File: config.mk
export PLATFORM = sky130hd
export DESIGN_NAME = svc_volume_ctrl
export DESIGN_NICKNAME = d
export VERILOG_FILES = /design/src/logic/svc_pkg.sv /design/src/logic/svc_step_if.sv /design/src/logic/svc_gain_counter.sv /design/src/logic/svc_volume_ctrl.sv
export VERILOG_INCLUDE_DIRS = /design/src /design/src/logic
export SDC_FILE = /design/constraint.sdc
export NUM_CORES = 1
export LEC_CHECK = 0
export ABC_AREA = 0
export BUFFER_PORTS_ARGS = -buffer_cell sky130_fd_sc_hd__buf_4
export CORE_MARGIN = 8
export CORE_UTILIZATION = 52
export DETAILED_ROUTE_END_ITERATION = 12
export GPL_TIMING_DRIVEN = 0
export PLACE_DENSITY = 0.82
export SYNTH_ARGS = -nofsm -noshare
export SYNTH_HDL_FRONTEND = slang
export SYNTH_SLANG_ARGS = --single-unit
File: constraint.sdc
create_clock -name clock -period 2.7 [get_ports clock]
set_clock_uncertainty 0.15 [all_clocks]
set_input_delay 0.405 -clock clock [delete_from_list [all_inputs] [get_ports clock]]
set_output_delay 0.405 -clock clock [all_outputs]
set_load 0.01 [all_outputs]
File: src/logic/svc_defines.svh
`ifndef SVC_DEFINES_SVH
`define SVC_DEFINES_SVH

// Gain code 0 is -33 dB, code 15 is +12 dB, 3 dB per code
`define SVC_GAIN_MIN 4'h0
`define SVC_GAIN_MAX 4'hf
`define SVC_GAIN_0DB 4'hb
`define SVC_STEP_DB 3
`define SVC_MIN_DB (-33)

`endif

File: src/logic/svc_pkg.sv
package svc_pkg;
  typedef logic [3:0] svc_gain_t;
  typedef enum logic [1:0] {
    SVC_HOLD = 2'b00,
    SVC_UP = 2'b01,
    SVC_DOWN = 2'b10
  } svc_step_e;
endpackage

File: src/logic/svc_step_if.sv
`timescale 1ns/1ps
`default_nettype none
interface svc_step_if;
  import svc_pkg::*;
  svc_step_e step;
  svc_gain_t gain;
  modport ctrl (output step, input gain);
  modport cnt (input step, output gain);
endinterface
`default_nettype wire

File: src/logic/svc_gain_counter.sv
`timescale 1ns/1ps
`default_nettype none
`include "svc_defines.svh"
module svc_gain_counter
  import svc_pkg::*;
(
  input wire logic clock,
  input wire logic rst_n,
  svc_step_if.cnt port_s
);

  // Saturating add of one step toward the limit
  function automatic svc_gain_t sat_step(input svc_gain_t g, input svc_step_e s);
    sat_step = g;
    if (s == SVC_UP && g != `SVC_GAIN_MAX) begin
      sat_step = svc_gain_t'(g + 4'h1);
    end else if (s == SVC_DOWN && g != `SVC_GAIN_MIN) begin
      sat_step = svc_gain_t'(g - 4'h1);
    end
  endfunction

  // Power-on only; shutdown never touches this, so the setting survives it
  always_ff @(posedge clock) begin
    if (!rst_n) begin
      port_s.gain <= `SVC_GAIN_0DB;
    end else begin
      port_s.gain <= sat_step(port_s.gain, port_s.step);
    end
  end

  gain_limit_a: assert property (@(posedge clock) disable iff (!rst_n)
    (port_s.step == SVC_UP && port_s.gain == `SVC_GAIN_MAX) |=> port_s.gain == `SVC_GAIN_MAX)
    else $error("gain wrapped above maximum");
  gain_floor_a: assert property (@(posedge clock) disable iff (!rst_n)
    (port_s.step == SVC_DOWN && port_s.gain == `SVC_GAIN_MIN) |=> port_s.gain == `SVC_GAIN_MIN)
    else $error("gain wrapped below minimum");

endmodule
`default_nettype wire

File: src/logic/svc_volume_ctrl.sv
// How it works
// - Gain moves by exactly one 3 dB step, only on a rising edge of the volume clock pin.
// - Direction high at that edge raises the gain one step.
// - Direction low at that edge lowers the gain one step.
// - The gain is one of 16 codes; gain_db shows -30 dB up to +12 dB, and code 0 (-33 dB) wraps to +31 there.
// - Power-on puts the gain at the 0 dB code.
// - Leaving shutdown keeps the gain that was set before it.
// - The polarity select pin picks active-high or active-low shutdown.
// - Shutdown holds while the shutdown pin equals the polarity pin.
// - In shutdown the amplifier bias is turned off.
`timescale 1ns/1ps
`default_nettype none
`include "svc_defines.svh"
module svc_volume_ctrl
  import svc_pkg::*;
(
  input wire logic clock,
  input wire logic rst_n,
  input wire logic volume_clock,
  input wire logic step_direction_select,
  input wire logic power_down_request,
  input wire logic power_down_polarity_select,
  output logic [3:0] gain_code,
  output logic signed [5:0] gain_db,
  output logic bias_enable,
  output logic power_down
);

  // ****************************************
  // Pin synchronisers
  // ****************************************
  logic [1:0] vclk_sync;
  logic [1:0] dir_sync;
  logic [1:0] pdr_sync;
  logic [1:0] pol_sync;
  logic vclk_prev;

  // Only the second stage is read; the first may be metastable.
  // No reset here: the stages follow the pins during reset, so a pin
  // already high at release reaches the edge detector as a level, not an edge.
  always_ff @(posedge clock) begin
    vclk_sync <= {vclk_sync[0], volume_clock};
    dir_sync <= {dir_sync[0], step_direction_select};
    pdr_sync <= {pdr_sync[0], power_down_request};
    pol_sync <= {pol_sync[0], power_down_polarity_select};
  end

  // ****************************************
  // Edge detect
  // ****************************************
  // Starts high so a pin already high at release is not a false edge
  always_ff @(posedge clock) begin
    if (!rst_n) begin
      vclk_prev <= 1'b1;
    end else begin
      vclk_prev <= vclk_sync[1];
    end
  end

  // ****************************************
  // Step decode
  // ****************************************
  logic vclk_rise;
  logic next_power_down;
  svc_step_if step_s ();

  assign vclk_rise = vclk_sync[1] & ~vclk_prev;
  assign next_power_down = (pdr_sync[1] == pol_sync[1]);

  // Direction passes the same two stages as the clock, so both are aligned.
  // Edges during shutdown still count; the counter is digital state only.
  always_comb begin
    step_s.step = SVC_HOLD;
    if (vclk_rise) begin
      if (dir_sync[1]) begin
        step_s.step = SVC_UP;
      end else begin
        step_s.step = SVC_DOWN;
      end
    end
  end

  svc_gain_counter u_counter (
    .clock(clock),
    .rst_n(rst_n),
    .port_s(step_s)
  );

  // ****************************************
  // Outputs
  // ****************************************
  function automatic logic signed [5:0] code_to_db(input svc_gain_t c);
    code_to_db = 6'(`SVC_MIN_DB + `SVC_STEP_DB * int'(c));
  endfunction

  // Code and dB come from the same counter value in the same edge, so they never disagree
  always_ff @(posedge clock) begin
    if (!rst_n) begin
      gain_code <= `SVC_GAIN_0DB;
    end else begin
      gain_code <= step_s.gain;
    end
  end

  always_ff @(posedge clock) begin
    if (!rst_n) begin
      gain_db <= 6'h00;
    end else begin
      gain_db <= code_to_db(step_s.gain);
    end
  end

  // ****************************************
  // Shutdown
  // ****************************************
  // Reset stands for power-on, so the amplifier stays unbiased until the pins settle
  always_ff @(posedge clock) begin
    if (!rst_n) begin
      power_down <= 1'b1;
    end else begin
      power_down <= next_power_down;
    end
  end

  always_ff @(posedge clock) begin
    if (!rst_n) begin
      bias_enable <= 1'b0;
    end else begin
      bias_enable <= ~next_power_down;
    end
  end

  // ****************************************
  // Step checks
  // ****************************************
  // A step seen at one edge reaches the counter one edge later and the pins one more
  step_up_a: assert property (@(posedge clock) disable iff (!rst_n)
    (vclk_rise && dir_sync[1] && step_s.gain != `SVC_GAIN_MAX) |=> ##1 gain_code == $past(step_s.gain, 2) + 4'h1)
    else $error("up step did not raise gain by one");

  step_down_a: assert property (@(posedge clock) disable iff (!rst_n)
    (vclk_rise && !dir_sync[1] && step_s.gain != `SVC_GAIN_MIN) |=> ##1 gain_code == $past(step_s.gain, 2) - 4'h1)
    else $error("down step did not lower gain by one");

  no_edge_hold_a: assert property (@(posedge clock) disable iff (!rst_n)
    !vclk_rise |=> $stable(step_s.gain))
    else $error("gain moved without a clock edge");

  step_one_a: assert property (@(posedge clock) disable iff (!rst_n)
    (gain_code != $past(gain_code)) |-> (gain_code == $past(gain_code) + 4'h1 || gain_code == $past(gain_code) - 4'h1))
    else $error("gain moved by more than one step");

  gain_out_a: assert property (@(posedge clock) disable iff (!rst_n)
    gain_code == $past(step_s.gain))
    else $error("gain pins do not follow the counter");

  db_map_a: assert property (@(posedge clock) disable iff (!rst_n)
    gain_db == 6'(`SVC_MIN_DB + `SVC_STEP_DB * int'(gain_code)))
    else $error("gain code and dB out of step");

  // ****************************************
  // Shutdown checks
  // ****************************************
  pd_match_a: assert property (@(posedge clock) disable iff (!rst_n)
    (pdr_sync[1] == pol_sync[1]) |=> power_down)
    else $error("shutdown not entered on level match");

  pd_clear_a: assert property (@(posedge clock) disable iff (!rst_n)
    (pdr_sync[1] != pol_sync[1]) |=> !power_down)
    else $error("shutdown held on level mismatch");

  bias_off_a: assert property (@(posedge clock) disable iff (!rst_n)
    power_down |-> !bias_enable)
    else $error("bias on during shutdown");

  bias_on_a: assert property (@(posedge clock) disable iff (!rst_n)
    !power_down |-> bias_enable)
    else $error("bias off while operating");

  gain_keep_a: assert property (@(posedge clock) disable iff (!rst_n)
    ($fell(power_down) && !$past(vclk_rise, 2) && !$past(vclk_rise, 1)) |-> $stable(gain_code))
    else $error("gain changed on leaving shutdown");

  // ****************************************
  // Reset checks
  // ****************************************
  reset_gain_a: assert property (@(posedge clock)
    !rst_n |=> gain_code == `SVC_GAIN_0DB)
    else $error("reset gain not 0 dB");

  reset_db_a: assert property (@(posedge clock)
    !rst_n |=> gain_db == 6'h00)
    else $error("reset dB value not zero");

  reset_pd_a: assert property (@(posedge clock)
    !rst_n |=> (power_down && !bias_enable))
    else $error("amplifier biased during power-on");

  // ****************************************
  // Covers
  // ****************************************
  up_cover: cover property (@(posedge clock) disable iff (!rst_n) step_s.step == SVC_UP);
  down_cover: cover property (@(posedge clock) disable iff (!rst_n) step_s.step == SVC_DOWN);
  top_cover: cover property (@(posedge clock) disable iff (!rst_n) gain_code == `SVC_GAIN_MAX);
  bottom_cover: cover property (@(posedge clock) disable iff (!rst_n) gain_code == `SVC_GAIN_MIN);
  wake_cover: cover property (@(posedge clock) disable iff (!rst_n) $fell(power_down));

endmodule
`default_nettype wire

# [Yosys cells after proc, flatten, opt, wreduce, memory -nomap -nowiden]
# Index checks and enable logic that the tools add are counted.
[classes] reduce_logical=4 eq_ne=4 bitwise_logic=3 n_addsub=3 mux=4 n_mul=1
[op_table] op="4-bit 2-to-1 mux" count=2
[op_table] op="6-bit adder, first input constant" count=1
[op_table] op="2-bit by 4-bit multiplier with 6-bit output, first input constant" count=1
[op_table] op="4-bit by 1-bit adder with 4-bit output, second input constant" count=1
[op_table] op="2-bit 2-to-1 mux" count=2
[op_table] op="4-bit != test, second input constant" count=1
[op_table] op="4-bit nonzero test" count=1
[op_table] op="4-bit by 1-bit subtractor with 4-bit output, second input constant" count=1
[op_table] op="2-bit by 1-bit == test with 1-bit output, second input constant" count=1
[op_table] op="2-bit == test, second input constant" count=1
[op_table] op="1-bit logical AND" count=2
[op_table] op="1-bit NOT" count=2
[op_table] op="2-bit nonzero test" count=1
[op_table] op="1-bit bitwise AND" count=1
[op_table] op="1-bit == test" count=1
[totals] word_cells=29 register_bits=25

# [Depth between registers and ports, before layout]
[depth] ltp_word=7 depth_mapped=8 mapped_depth_nobuf=8

# [By module]
# Synthesis repeated with hierarchy kept, for this count alone.
[unflattened] cells_unflattened=91 hier_area_um2=1018.5
[modules_own_cells] module="svc_volume_ctrl" area_each_um2=743.2 cells_per_inst=65 seq_area_each_um2=420.4 n_inst=1
[modules_own_cells] module="svc_gain_counter" area_each_um2=275.3 cells_per_inst=26 seq_area_each_um2=80.1 n_inst=1

# [Least setup slack after synthesis]
# OpenSTA, ideal clock, no wires.
[synth_path] path_type="flip-flop to flip-flop" startpoint="register u_counter.port_s.gain[0]" endpoint="register u_counter.port_s.gain[3]" required_ns=2.427 path_stages_with_launch=9 path_slack_ns=0.523 t_arrival_ns=1.903 path_buffers=0 cell_sequence="dfxtp_1 > ha_1 > nand2_1 > nand2_1 > ha_1 > a21o_1 > a21oi_2 > mux2i_1 > mux2_1"
[synth_between] elab_chain_len=3 elab_cells_between_ends=9 classes_between="add/sub: 2; eq/ne: 1; mux: 2; reduce/logical: 4"
[synth_rtl] item="start, declared" line="svc_step_if.sv:8" text="modport cnt (input step, output gain);"
[synth_rtl] item="start signal, assigned" line="svc_gain_counter.sv:25" text="port_s.gain <= `SVC_GAIN_0DB;"
[synth_rtl] item="start signal, assigned" line="svc_gain_counter.sv:27" text="port_s.gain <= sat_step(port_s.gain, port_s.step);"
[synth_rtl] item="4-bit by 1-bit subtractor with 4-bit output, or another cell as far along" line="svc_gain_counter.sv:18" text="sat_step = svc_gain_t'(g - 4'h1);"
[synth_rtl] item="4-bit 2-to-1 mux or 1-bit logical AND (tied branches)"
[synth_rtl] item="4-bit 2-to-1 mux or 2-bit nonzero test (tied branches)"
# Several ways; a longest one is shown, not always the timed one. The select of a mux whose other input is x is not followed.
# A chain may end at the register's enable or synchronous reset.

# [Worst setup path in the final report]
# Ends and elaborated chain as after synthesis.

==> results_dict.tcl <==
set metrics [dict create \
    tightest_slew_ns 0.3706 \
    yosysSeqAreaShare_pct 51.02 \
    drive_above_1_share_pct 20.72 \
    cts_setup_buffers 0 \
    synth.avg_cell_area_um2 10.78 \
    finalSetupViolCount 0 \
    slew_violations 0 \
    status "completed" \
    syn-cell-area_um2 980.9 \
    swShare_pct 25.17 \
    setup-tns-final_ns 0 \
    cts_buffers 3 \
    routedWlPerCell_um 10.87 \
    hold_violations 0 \
    fin_nets 130 \
    grt_pass1_wl_um 2332 \
    fp-row-count 15 \
    grt_overflow 0 \
    p_int_uw 498.7 \
    p_comb_share_pct 14.3 \
    path_cells "ha_1 > nand2_1 > nand2_1 > ha_1 > a21o_1 > a21oi_2 > mux2i_1 > mux2_1" \
    cp_data_arrival_time_ns 2.51 \
    p_leak_uw 0.0005542 \
    drt_wl_total_um 1478 \
    synth-seq-cells 25 \
    gr-usage-all-layers_pct 8.492 \
    num_vias 639 \
    htree_levels 1 \
    grt_max_degree 16 \
    cp_data_required_time_ns 2.78 \
    dieArea_um2 3532 \
    syn2layout_area_growth_pct 18.49 \
    rsz0062_at_grt "false" \
    die_x_um 59.43 \
    cts_hold_buf 0 \
    slew_headroom_pct 75.29 \
    drc 0 \
    cts-resized-gates 0 \
    crit_family "multiplexers" \
    power_density_nw_per_um2 573.3 \
    io_buffers 16 \
    drv_cap 0 \
    finalCriticalPeriod_ns 2.438 \
    dr.pass1.iters 4 \
    antenna_found_initial 0 \
    layout_commonest_cell "dfxtp_1" \
    path_clk_slew_ns 0.13 \
    gp_congestion 0.7766 \
    place_hpwl_um 1152 \
    cts-root-buf "clkbuf_4" \
    synth_nets 109 \
    hold_path_class "input pin to register" \
    p_total_uw 666.4 \
    ir_drop_mv 0.3766 \
    p_clk_share_pct 25.2 \
    cpPeakStageDelay_ns 0.54 \
    worst_setup_path_start_kind "register" \
    yosys_warnings 0 \
    layout_common_cells "dfxtp_1 (25), buf_4 (16), inv_1 (12), nand2_1 (10), ha_1 (10)" \
    crit_buf_inv 0 \
    diodes 0 \
    end_kind "register" \
    finalCritPeriodShare_pct 90.28 \
    grt_pass1_vias 566 \
    start_util_pct 56.20 \
    ant_nets 0 \
    worstSetupPathType "register to register" \
    cts_sinks 25 \
    coreArea_um2 1745 \
    syn_inst 91 \
    vias_per_cell 4.699 \
    insertion_delay_ns 0.32 \
    worstPathMaxFanout 7 \
    max_freq_ghz 0.4102 \
    cts_tree "done" \
    num_io_pins 18 \
    cpMaxStageDelayCell "dfxtp_1" \
    drtIter0Drc 12 \
    clock_path_buffers 2 \
    p_sw_uw 167.7 \
    ys_types 23 \
    p_seq_share_pct 60.5 \
    die-height_um 59.43 \
]
cells by family (layout without fill, tap and decap cells):
kind of cell / count (synthesis) / in the layout / share of synthesized area (%)
buf+inv: 13 / 33 / 4.974
flops: 25 / 25 / 51.02
mux: 4 / 4 / 4.719
simple gates: 22 / 22 / 10.08
fa+ha+maj: 12 / 12 / 16.84
xor+xnor: 7 / 7 / 6.250
compound gates: 8 / 8 / 6.123
routing by layer:
| layer | track usage (%) | vias up | share of wire, % |
|---|---|---|---|
| met3 | 2.386 | 4 | 5.1 |
| met1 | 8.864 | 295 | 45 |
| li1 | - | 325 | - |
| met5 | 0 | - | 0 |
| met4 | 5.119 | 0 | 2.2 |
| met2 | 14.64 | 15 | 47 |
sequential cells by signal, summed over array words and instances, names as in the netlist, 2 cells and up:
signal / flops
pdr_sync: 2
u_counter.port_s.gain: 4
vclk_sync: 2
gain_code: 4
gain_db: 6
dir_sync: 2
pol_sync: 2
cell type report:
type	instances	area (µm²)
Buffer	1	3.754
Clock inverter	1	7.507
Tap cell	25	31.28
Multi-Input combinational cell	53	431.7
Fill cell	146	583.1
Inverter	12	45.04
Timing Repair Buffer	16	120.1
Clock buffer	3	22.52
Sequential cell	25	500.5
cells in the mapped netlist:
master | number | share of area, %
dfxtp_1 | 25 | 51
inv_1 | 12 | 4.6
ha_1 | 10 | 13
nand2_1 | 10 | 3.8
nor2_1 | 7 | 2.7
xor2_1 | 4 | 3.6
xnor2_1 | 3 | 2.7
a21o_1 | 2 | 1.5
a21oi_1 | 2 | 1.0
fa_1 | 2 | 4.1
mux2i_1 | 2 | 2.0
a211oi_1 | 1 | 0.77
a21oi_2 | 1 | 0.89
a22oi_2 | 1 | 1.3
a31oi_1 | 1 | 0.64
and2_1 | 1 | 0.64
and3b_1 | 1 | 0.89
clkbuf_1 | 1 | 0.38
mux2_1 | 1 | 1.1
mux2_4 | 1 | 1.5
nand2b_1 | 1 | 0.64
nor2b_1 | 1 | 0.64
nor3b_1 | 1 | 0.77
power by group through the flow:
stage / registers (µW) / clock network, µW / logic (µW)
2_1_floorplan: 417 / 0 / 56.7
3_3_place_gp: 411 / 0 / 93.6
3_5_place_dp: 412 / 0 / 96.0
4_1_cts: 404 / 172 / 96.4
5_1_grt: 407 / 186 / 106
6_report: 403 / 168 / 95.0
metrics by stage:
stage	util (%)	std cells	area (µm²)	hold WS, ns	setup slack [ns]
2_1_floorplan	-	91	980.9	0.1596	0.5231
3_3_place_gp	64.87	132	1132	0.1612	0.3591
3_5_place_dp	64.87	132	1132	0.1646	0.3126
4_1_cts	66.60	136	1162	0.01656	0.2785
5_1_grt	66.60	136	1162	0.006196	0.1387
6_report	66.60	136	1162	0.02261	0.2624
path summary, 6_finish.rpt:
path         depth (start not counted)                      from  slack (ns)                       end
max                                  8  u_counter.port_s.gain[0]        0.26  u_counter.port_s.gain[3]
min                                  1        power_down_request        0.02               pdr_sync[0]
max reg2reg                          8  u_counter.port_s.gain[0]        0.26  u_counter.port_s.gain[3]
min reg2reg                          0               pdr_sync[0]        0.19               pdr_sync[1]
No activity file was read; power rests on OpenSTA's default activity.
